===== config.mk =====
export PLATFORM = sky130hd
export DESIGN_NAME = tbm_timebase
export DESIGN_NICKNAME = d
export VERILOG_FILES = /design/src/tbm_pkg.sv /design/src/tbm_timebase.sv /design/src/tbm_div_chain.sv
export VERILOG_INCLUDE_DIRS = /design/src
export SDC_FILE = /design/constraint.sdc
export NUM_CORES = 1
export LEC_CHECK = 0
export BUFFER_PORTS_ARGS = -buffer_cell sky130_fd_sc_hd__buf_2
export CAP_MARGIN = 20
export CORE_AREA = 3 3 89 74
export CTS_BUF_LIST = sky130_fd_sc_hd__clkbuf_16
export CTS_CLUSTER_DIAMETER = 40
export DETAILED_ROUTE_END_ITERATION = 6
export DIE_AREA = 0 0 92 77
export GPL_TIMING_DRIVEN = 0
export PLACE_DENSITY = 0.7
export SETUP_SLACK_MARGIN = 0.02
export SLEW_MARGIN = 15
export SYNTH_ARGS = -nofsm -noshare
export SYNTH_HDL_FRONTEND = slang
export SYNTH_SLANG_ARGS = --single-unit

===== constraint.sdc =====
create_clock -name core_clk -period 4.2 [get_ports core_clk]
set_clock_uncertainty 0.2 [all_clocks]
set_input_delay 0.42 -clock core_clk [delete_from_list [all_inputs] [get_ports core_clk]]
set_output_delay 0.42 -clock core_clk [all_outputs]
set_load 0.005 [all_outputs]

===== src/tbm_cfg.svh =====
// Register map, field positions, reset values and tap constants of the timebase block
`ifndef TBM_CFG_SVH
`define TBM_CFG_SVH

`define TBM_CNT_W        22
`define TBM_IDX_W        5
`define TBM_PRE_SHIFT    5'h07

`define TBM_TAP_IDX_0    5'h0e
`define TBM_TAP_IDX_1    5'h0c
`define TBM_TAP_IDX_2    5'h0a
`define TBM_TAP_IDX_3    5'h06
`define TBM_TAP_IDX_4    5'h05
`define TBM_TAP_IDX_5    5'h04
`define TBM_TAP_IDX_6    5'h03
`define TBM_TAP_IDX_7    5'h02

`define TBM_ADDR_W       4
`define TBM_OFF_CTRL     4'h0
`define TBM_OFF_STAT     4'h4
`define TBM_OFF_MASK     4'h8

`define TBM_CTRL_FLAG    7
`define TBM_CTRL_TAP_MSB 6
`define TBM_CTRL_TAP_LSB 4
`define TBM_CTRL_ACK     3
`define TBM_CTRL_IE      2
`define TBM_CTRL_RUN     1

`define TBM_EV_W         2
`define TBM_EV_ROLL      0
`define TBM_EV_TAPCHG    1

`define TBM_TAP_RST      3'h0
`define TBM_EV_RST       2'h0
`define TBM_RD_ZERO      32'h0000_0000

`endif


===== src/tbm_pkg.sv =====
// Types shared by the timebase block
package tbm_pkg;
   typedef logic [2:0] tbm_tap_t;
   typedef enum logic [0:0] {
      bus_idle = 1'b0,
      bus_ack  = 1'b1
   } tbm_bus_state_t;
endpackage


===== src/tbm_timebase.sv =====
// Periodic timebase: divider chain, tap select, pending flag and Avalon-MM registers
//
// Contract
// - Each overflow at the selected tap sets the pending rollover flag.
// - With interrupt enable set, a set pending flag raises the interrupt request.
// - Writing one to acknowledge clears the flag; writing zero changes nothing.
// - Acknowledge always reads zero; the pending flag is read-only.
// - Tap codes 0..7 give dividers 32768,8192,2048,128,64,32,16,8.
// - With divide-by-128 selected every divider is 128 times larger.
// - Rollover period is divider times the input clock period.
// - In wait mode counting continues; the register is not reachable.
// - In stop mode counting continues only when oscillator runs in stop.
// - Otherwise stop freezes the divider, and the register is unreachable.
// - Interrupt enable is read/write and reset to zero.
// - Enable low holds the chain at zero; reset clears enable.
// - Counting starts on enable; first event after half a period.
// - Divider clock is the oscillator clock, optionally divided by 128.
`include "tbm_cfg.svh"
`timescale 1ns/1ps
`default_nettype none
module tbm_timebase #(
   parameter int CNT_W = `TBM_CNT_W
) (
   // Clock and reset
   input  wire logic        core_clk,
   input  wire logic        rst,
   // Avalon-MM slave
   input  wire logic [3:0]  address,
   input  wire logic        read,
   input  wire logic        write,
   input  wire logic [31:0] writedata,
   input  wire logic [3:0]  byteenable,
   output logic [31:0]      readdata,
   output logic             waitrequest,
   // System modes and configuration
   input  wire logic        wait_mode,
   input  wire logic        stop_mode,
   input  wire logic        oscillator_run_in_stop,
   input  wire logic        prescale_128_select,
   // Interrupt
   output logic             irq
);

   tbm_pkg::tbm_bus_state_t  bus_state_q;
   tbm_pkg::tbm_tap_t        tap_select_q;
   logic                     divider_run_enable_q;
   logic                     rollover_irq_enable_q;
   logic                     rollover_pending_flag_q;
   logic [`TBM_EV_W-1:0]     status_q;
   logic [`TBM_EV_W-1:0]     mask_q;
   logic [31:0]              readdata_q;
   logic [CNT_W-1:0]         count_q;
   logic                     tap_prev_q;
   logic                     cpu_ok;
   logic                     chain_live;
   logic                     acc_wr;
   logic                     wr_ctrl;
   logic                     wr_stat;
   logic                     wr_mask;
   logic                     ack_hit;
   logic [`TBM_IDX_W-1:0]    tap_bit;
   logic                     tap_level;
   logic                     rollover;
   logic [`TBM_EV_W-1:0]     events;
   tbm_pkg::tbm_tap_t        wr_tap;

   // Address decode shared by reads and writes
   function automatic logic reg_hit(input logic [`TBM_ADDR_W-1:0] a,
                                    input logic [`TBM_ADDR_W-1:0] off);
      reg_hit = (a == off);
   endfunction

   // Tap code to counter bit whose rising edge marks the rollover
   function automatic logic [`TBM_IDX_W-1:0] tap_index(input tbm_pkg::tbm_tap_t t);
      logic [`TBM_IDX_W-1:0] idx;
      idx = `TBM_TAP_IDX_0;
      unique case (t)
         3'h0: idx = `TBM_TAP_IDX_0;
         3'h1: idx = `TBM_TAP_IDX_1;
         3'h2: idx = `TBM_TAP_IDX_2;
         3'h3: idx = `TBM_TAP_IDX_3;
         3'h4: idx = `TBM_TAP_IDX_4;
         3'h5: idx = `TBM_TAP_IDX_5;
         3'h6: idx = `TBM_TAP_IDX_6;
         3'h7: idx = `TBM_TAP_IDX_7;
      endcase
      tap_index = idx;
   endfunction

   // Bus: one wait cycle, access takes effect at the edge with waitrequest low
   always_ff @(posedge core_clk or posedge rst) begin
      if (rst) begin
         bus_state_q <= tbm_pkg::bus_idle;
      end else begin
         unique case (bus_state_q)
            tbm_pkg::bus_idle: if (read || write) begin
               bus_state_q <= tbm_pkg::bus_ack;
            end
            tbm_pkg::bus_ack: bus_state_q <= tbm_pkg::bus_idle;
         endcase
      end
   end

   assign waitrequest = (read || write) && (bus_state_q == tbm_pkg::bus_idle);

   // CPU cannot reach the register in wait or stop; accesses complete but do nothing
   assign cpu_ok  = !wait_mode && !stop_mode;
   assign acc_wr  = write && (bus_state_q == tbm_pkg::bus_ack) && cpu_ok && byteenable[0];
   assign wr_ctrl = acc_wr && reg_hit(address, `TBM_OFF_CTRL);
   assign wr_stat = acc_wr && reg_hit(address, `TBM_OFF_STAT);
   assign wr_mask = acc_wr && reg_hit(address, `TBM_OFF_MASK);
   assign ack_hit = wr_ctrl && writedata[`TBM_CTRL_ACK];
   assign wr_tap  = writedata[`TBM_CTRL_TAP_MSB:`TBM_CTRL_TAP_LSB];

   // Control fields
   always_ff @(posedge core_clk or posedge rst) begin
      if (rst) begin
         divider_run_enable_q  <= 1'b0;
         rollover_irq_enable_q <= 1'b0;
         tap_select_q          <= `TBM_TAP_RST;
      end else if (wr_ctrl) begin
         divider_run_enable_q  <= writedata[`TBM_CTRL_RUN];
         rollover_irq_enable_q <= writedata[`TBM_CTRL_IE];
         tap_select_q          <= wr_tap;
      end
   end

   // Chain advances once per oscillator cycle; stop freezes it unless oscillator stays on
   assign chain_live = divider_run_enable_q
                       && !(stop_mode && !oscillator_run_in_stop);

   tbm_div_chain #(
      .WIDTH   (CNT_W)
   ) u_chain (
      .core_clk (core_clk),
      .rst      (rst),
      .clear    (!divider_run_enable_q),
      .advance  (chain_live),
      .count_q  (count_q)
   );

   // Prescaled option moves the tap seven stages up the same chain
   assign tap_bit   = tap_index(tap_select_q)
                      + (prescale_128_select ? `TBM_PRE_SHIFT : 5'h00);
   assign tap_level = count_q[tap_bit];

   // Rising edge of the bit below the divider: first event at half period, then full period
   always_ff @(posedge core_clk or posedge rst) begin
      if (rst) begin
         tap_prev_q <= 1'b0;
      end else begin
         tap_prev_q <= divider_run_enable_q ? tap_level : 1'b0;
      end
   end

   assign rollover = chain_live && tap_level && !tap_prev_q;

   // Pending flag; a rollover wins over a simultaneous acknowledge
   always_ff @(posedge core_clk or posedge rst) begin
      if (rst) begin
         rollover_pending_flag_q <= 1'b0;
      end else if (rollover) begin
         rollover_pending_flag_q <= 1'b1;
      end else if (ack_hit) begin
         rollover_pending_flag_q <= 1'b0;
      end
   end

   // Sticky events: rollover, and a tap rewrite while running (flags misuse)
   assign events[`TBM_EV_ROLL]   = rollover;
   assign events[`TBM_EV_TAPCHG] = wr_ctrl && divider_run_enable_q
                                   && (wr_tap != tap_select_q);

   always_ff @(posedge core_clk or posedge rst) begin
      if (rst) begin
         status_q <= `TBM_EV_RST;
      end else begin
         status_q <= (status_q & ~(wr_stat ? writedata[`TBM_EV_W-1:0] : `TBM_EV_RST))
                     | events;
      end
   end

   always_ff @(posedge core_clk or posedge rst) begin
      if (rst) begin
         mask_q <= `TBM_EV_RST;
      end else if (wr_mask) begin
         mask_q <= writedata[`TBM_EV_W-1:0];
      end
   end

   assign irq = (rollover_pending_flag_q && rollover_irq_enable_q)
                || |(status_q & mask_q);

   // Read data captured in the wait cycle so it stands at the completing edge
   always_ff @(posedge core_clk or posedge rst) begin
      if (rst) begin
         readdata_q <= `TBM_RD_ZERO;
      end else if (read && (bus_state_q == tbm_pkg::bus_idle)) begin
         readdata_q <= `TBM_RD_ZERO;
         if (cpu_ok && reg_hit(address, `TBM_OFF_CTRL)) begin
            readdata_q[`TBM_CTRL_FLAG]                      <= rollover_pending_flag_q;
            readdata_q[`TBM_CTRL_TAP_MSB:`TBM_CTRL_TAP_LSB] <= tap_select_q;
            readdata_q[`TBM_CTRL_ACK]                       <= 1'b0;
            readdata_q[`TBM_CTRL_IE]                        <= rollover_irq_enable_q;
            readdata_q[`TBM_CTRL_RUN]                       <= divider_run_enable_q;
         end else if (cpu_ok && reg_hit(address, `TBM_OFF_STAT)) begin
            readdata_q[`TBM_EV_W-1:0] <= status_q;
         end else if (cpu_ok && reg_hit(address, `TBM_OFF_MASK)) begin
            readdata_q[`TBM_EV_W-1:0] <= mask_q;
         end
      end
   end

   assign readdata = readdata_q;

   logic rd_done;
   assign rd_done = read && !waitrequest;
endmodule
`default_nettype wire


===== src/tbm_div_chain.sv =====
// Divider chain counter of the timebase block
`timescale 1ns/1ps
`default_nettype none
module tbm_div_chain #(
   parameter int WIDTH = 22
) (
   // Clock and reset
   input  wire logic             core_clk,
   input  wire logic             rst,
   // Control
   input  wire logic             clear,
   input  wire logic             advance,
   // Count
   output logic [WIDTH-1:0]      count_q
);

   // Clear has priority so a disabled chain always sits at zero
   always_ff @(posedge core_clk or posedge rst) begin
      if (rst) begin
         count_q <= '0;
      end else if (clear) begin
         count_q <= '0;
      end else if (advance) begin
         count_q <= count_q + {{(WIDTH-1){1'b0}}, 1'b1};
      end
   end

endmodule
`default_nettype wire


== After elaboration in Yosys (flattened, before gate mapping) ==
Memories as Yosys holds them, arrays and structs flattened.
Cells that the tools add are included.
Operators by class
  $add $sub $neg: 2
  order comparisons: 1
  eq/ne operators: 4
  multiplexer cells: 16
  bitwise gates (word level): 5
  reductions and logical operators: 30
Operators with widths (count)
  $mux 22: 2
  $add 22x1->22 const B: 1
  $logic_and 1x1->1: 20
  $mux 1: 7
  $lt 5x6->1 const B: 1
  $mux 2: 3
  $mux 6: 1
  $add 5x3->5: 1
  $bmux 1 s5: 1
  $logic_not 1->1: 5
  $and 2x2->2: 2
  $eq 4x3->1 const B: 1
  $eq 4x4->1 const B: 1
  $logic_not 4->1: 1
  $mux 3: 1
  $ne 3x3->1: 1
  $logic_or 1x1->1: 2
  $ne 2x1->1 const B: 1
  $not 2->2: 1
  $or 2x2->2: 1
  $pmux 1 s2: 1
  $reduce_bool 2->1: 1
  $reduce_or 2->1: 1
  $not 1->1: 1
Storage, ports and cells
  register bits after elaboration: 42
  bits in read-only memories: 32
  output and inout bits: 34
  logic and storage cells: 69
  memories: 1
Memories
  (name not given): words 8, bits a word 4, read ports 1, clocked after memory_dff 0, wr ports 0, line tbm_timebase.sv:77  | unique case (t)

== Longest topological paths before layout ==
  depth in word-level cells: 9
  gate-level depth with buffers: 9

== Modules after synthesis ==
A second synthesis with hierarchy kept.
Unflattened totals
  cell total of the unflattened synthesis: 252
  area total of the unflattened synthesis: 2582.5 um2
Modules (own cells, without submodules)
  tbm_timebase: instances 1, cells each 141, area each 1488.9 um2, seq. area each 475.5 um2
  tbm_div_chain: instances 1, cells each 111, area each 1093.5 um2, seq. area each 550.5 um2

== Worst setup path before layout ==
OpenSTA, ideal clock, no wires.
  path kind: reg-to-reg
  start: reg tap_select_q[2]
  end: reg tap_prev_q
  data arrival time: 2.646 ns
  required time: 3.863 ns
  path slack: 1.216 ns
  stages on the path, launching flop included: 10
  path buffers: 2
  path through: dfrtp_1 -> clkbuf_1 -> nor2b_1 -> ha_1 -> fa_1 -> clkbuf_1 -> mux4_2 -> mux2_2 -> a22oi_1 -> a21boi_0
On the way
  cells in the longest elaborated chain, start to end: 5
Ends and longest elaborated chain
  from (decl): line tbm_timebase.sv:45  | tbm_pkg::tbm_tap_t tap_select_q;
  from (signal assigned): line tbm_timebase.sv:120  | tap_select_q <= `TBM_TAP_RST;
  from (signal assigned): line tbm_timebase.sv:124  | tap_select_q <= wr_tap;
  $mem_v2 8x4
  $add 5x3->5: line tbm_timebase.sv:143  | assign tap_bit = tap_index(tap_select_q)
  $bmux 1 s5: line tbm_timebase.sv:145  | assign tap_level = count_q[tap_bit];
  $mux 1 (implied by the code): line tbm_timebase.sv:145
  $mux 1: line tbm_timebase.sv:152  | tap_prev_q <= divider_run_enable_q ? tap_level : 1'b0;
  to (signal assigned): line tbm_timebase.sv:152
  to (decl): line tbm_timebase.sv:53  | logic tap_prev_q;
Every way passes these cells. The select of a mux whose other input is x is not followed.
A chain may end at the register's enable or synchronous reset.

== Worst setup path after layout ==
Ends and elaborated chain as after synthesis.

==> flow_summary_export.csv <==
group,metric,value,unit
global_routing,grt_max_degree,22,
logic_synthesis,synthTopCellsByArea,"dfrtp_1 40%, buf_4 7.3%, mux2_2 4.4%",
floorplan,initial_core_util,44.00,%
floorplan,die_h,77,um
worst_setup_path,path_class,"flop to flop",
pwr,p_int,0.0006635,W
cts,cts_setup_buffers,0,
worst_setup_path,path_buf_inv,2,
layout,finalNonFillerCells,397,
worst_setup_path,startpoint_type,"flop",
drt,dr.first_iter.drc_count,81,
run_status,status,"finished, final reports clean",
worst_setup_path,crit_fanout,8,
worst_setup_path,r2r_setup_slack,0.84,ns
drt,routed_wl,5194,um
logic_synthesis,syn_avg_cell_area,10.04,sq um
logic_synthesis,netlist_area,2560,sq um
placed_design,port_buffers,28,
timing,slew_viol_final,0,
timing,relSlewSlack,61.20,%
drt,vias,1967,
global_routing,grt.total_usage,15.44,%
worst_hold_path,min_path_type,"input pin to flop",
drt,routed_via_density,4.955,
timing,fmax,297.7,MHz
logic_synthesis,synthCells,255,
timing,fin_setup_tns,0,ns
drt,post-route-drc-count,0,
logic_synthesis,ys_ff_latch,41,
cts,cts_tree,"done",
layout,drive_gt1_share,24.68,%
drt,top_layer_used,"met4",
cts,clkSinkCount,41,
floorplan,rows,25,
logic_synthesis,yosysTopAreaCellShare,40.08,%
flow_run,maxCapViolCount,0,
drt,met1Wirelength,2554,um
logic_synthesis,synth_common_cells,"41 x dfrtp_1, 25 x buf_4, 17 x and2_1",
floorplan,die_w,92,um
worst_setup_path,cpLargestDelayFamily,"multiplexers",
cts,htreeDepth,2,
floorplan,ios,82,
drt,ant_nets,0,
worst_setup_path,path_common_cell,"clkbuf_1",
layout,finalInstanceArea,3062,sq um
worst_setup_path,arrival,3.30,ns
logic_synthesis,synth_most_common_cell,"dfrtp_1",
timing,fin_crit_sh,79.98,%
logic_synthesis,synthFlopType,"dfrtp_1",
layout,area_growth,19.60,%
logic_synthesis,yosys_warnings,0,
logic_synthesis,synth_cell_types,45,
timing,worst_slack,0.8408,ns
timing,fin_crit,3.359,ns
drt,drt_pass1_iterations,4,
global_routing,grt_pass1_wl,8818,um
layout,antenna_cells,0,
pwr,p_clk_share,40.9,%
global_routing,antenna_found_initial,0,
placed_design,pre_cts_slack,0.8283,ns
floorplan,dieArea,7084,sq um
worst_setup_path,required,4.14,ns
placed_design,placed_area,2919,sq um
drt,met3_length,209,um
cts,clock_latency,0.28,ns
floorplan,coreArea,5818,sq um
layout,fin_nets,369,
logic_synthesis,yosys.area.top_type,"dfrtp_1",
pwr,p_switching,0.0002110,W
pwr,combPwrFrac,12.7,%
layout,n_fill_cell,548,
logic_synthesis,synth-edff-count,0,
timing,holdWs,0.1710,ns
cts,cts_hold_buf,1,
worst_setup_path,cp_slowest_cell,"mux4_2",
cts,clk_pin_slew,0.06,ns
placed_design,place.gp.congestion,0.8426,
global_routing,grt_pass1_vias,1886,
timing,timing.final.hold_violations,0,
layout,multi_input_area,1358,sq um
pwr,power_density,285.6,nW/um^2
timing,setup_viol,0,
placed_design,dp_hpwl,3878,um
global_routing,globalRouteOverflowTotal,0,
worst_setup_path,cp-end-kind,"flop",
placed_design,dp.cells,389,
logic_synthesis,async_flop_share,100.0,%
drt,routedWlPerCell,13.08,um
logic_synthesis,synth.yosys.seq_area_share,40.08,%
pwr,power.leakage,1.509,nW
worst_setup_path,critPathMaxStageDelay,0.55,ns
pwr,p_sw_share,24.13,%
pwr,irDropWorstVdd,140.1,uV
pwr,pwr-share-seq,46.4,%
timing,worst_pin_slew,0.5772,ns
timing,rsz0062_at_grt,"false",
layout,regArea,1026,sq um
cts,cts_resized,0,
cts,cts_buffers,5,
drt,wl_met2,2359,um
worst_setup_path,crit_chain,"clkbuf_1 > nor2b_1 > ha_1 > fa_1 > clkbuf_1 > mux4_2 > mux2_2 > a22oi_1 > a21boi_0",
cts,cts_root_buf,"clkbuf_16",
cts,clk_path_buf_depth,2,
[power by group through the flow]
stage	sequential (W)	clock (W)	combinational, W
after floorplan	0.000411	0	0.0000785
after global placement	0.000412	0	0.000105
after detailed placement	0.000413	0	0.000110
after CTS	0.000406	0.000362	0.000111
after global routing	0.000406	0.000372	0.000126
final	0.000406	0.000358	0.000111
[area by class of cell]
class,instances,area share [%]
multi-input combinational,193,44.34
sequential,41,33.51
buffer,36,7.601
timing repair buffer,30,5.803
clock buffer,5,4.087
tap,81,3.310
inverter,9,1.103
clock inverter,2,0.2452
[kinds of logic after synthesis]
family | synth area share, %
simple gates | 19.45
buf+inv | 10.41
flops | 40.08
compound gates | 10.56
xor+xnor | 6.843
mux | 9.775
fa+ha+maj | 2.737
other cells | 0.1465
[layer usage]
layer | global-route usage [%] | up-vias
met1 | 22.01 | 943
met3 | 2.941 | 7
met5 | 0 | -
li1 | - | 977
met2 | 23.83 | 40
met4 | 4.599 | 0
[worst paths after layout]
path	from	cells past startpoint	endpoint
worst max-delay path	tap_select_q[2]	9	tap_prev_q
worst min-delay path	writedata[2]	2	rollover_irq_enable_q
worst max register to register	tap_select_q[2]	9	tap_prev_q
worst min register to register	bus_state_q	1	bus_state_q
max in group asynchronous	rst	4	u_chain.count_q[13]
min in group asynchronous	rst	3	bus_state_q
[flip-flops by register name, indices dropped and copies added, names as in the netlist]
name                     cells
rollover_irq_enable_q        1
readdata                     7
u_chain.count_q             22
tap_prev_q                   1
mask_q                       2
rollover_pending_flag_q      1
status_q                     2
tap_select_q                 3
divider_run_enable_q         1
bus_state_q                  1
[per-stage QoR]
stage / util (%) / total power (W)
after floorplan: - / 0.0004897
after global placement: 49.70 / 0.0005172
after detailed placement: 50.17 / 0.0005226
after CTS: 52.62 / 0.0008786
after global routing: 52.62 / 0.0009036
final: 52.62 / 0.0008746
[cell usage in the layout, fill, tap and decap left out, types with 10 or more instances in the layout]
master	instances
and2_1	17
buf_2	31
buf_4	25
conb_1	25
dfrtp_1	41
mux2_2	10
nand2_1	15
o21ai_0	10
xor2_1	11
Power figures use the tool's default switching activity.
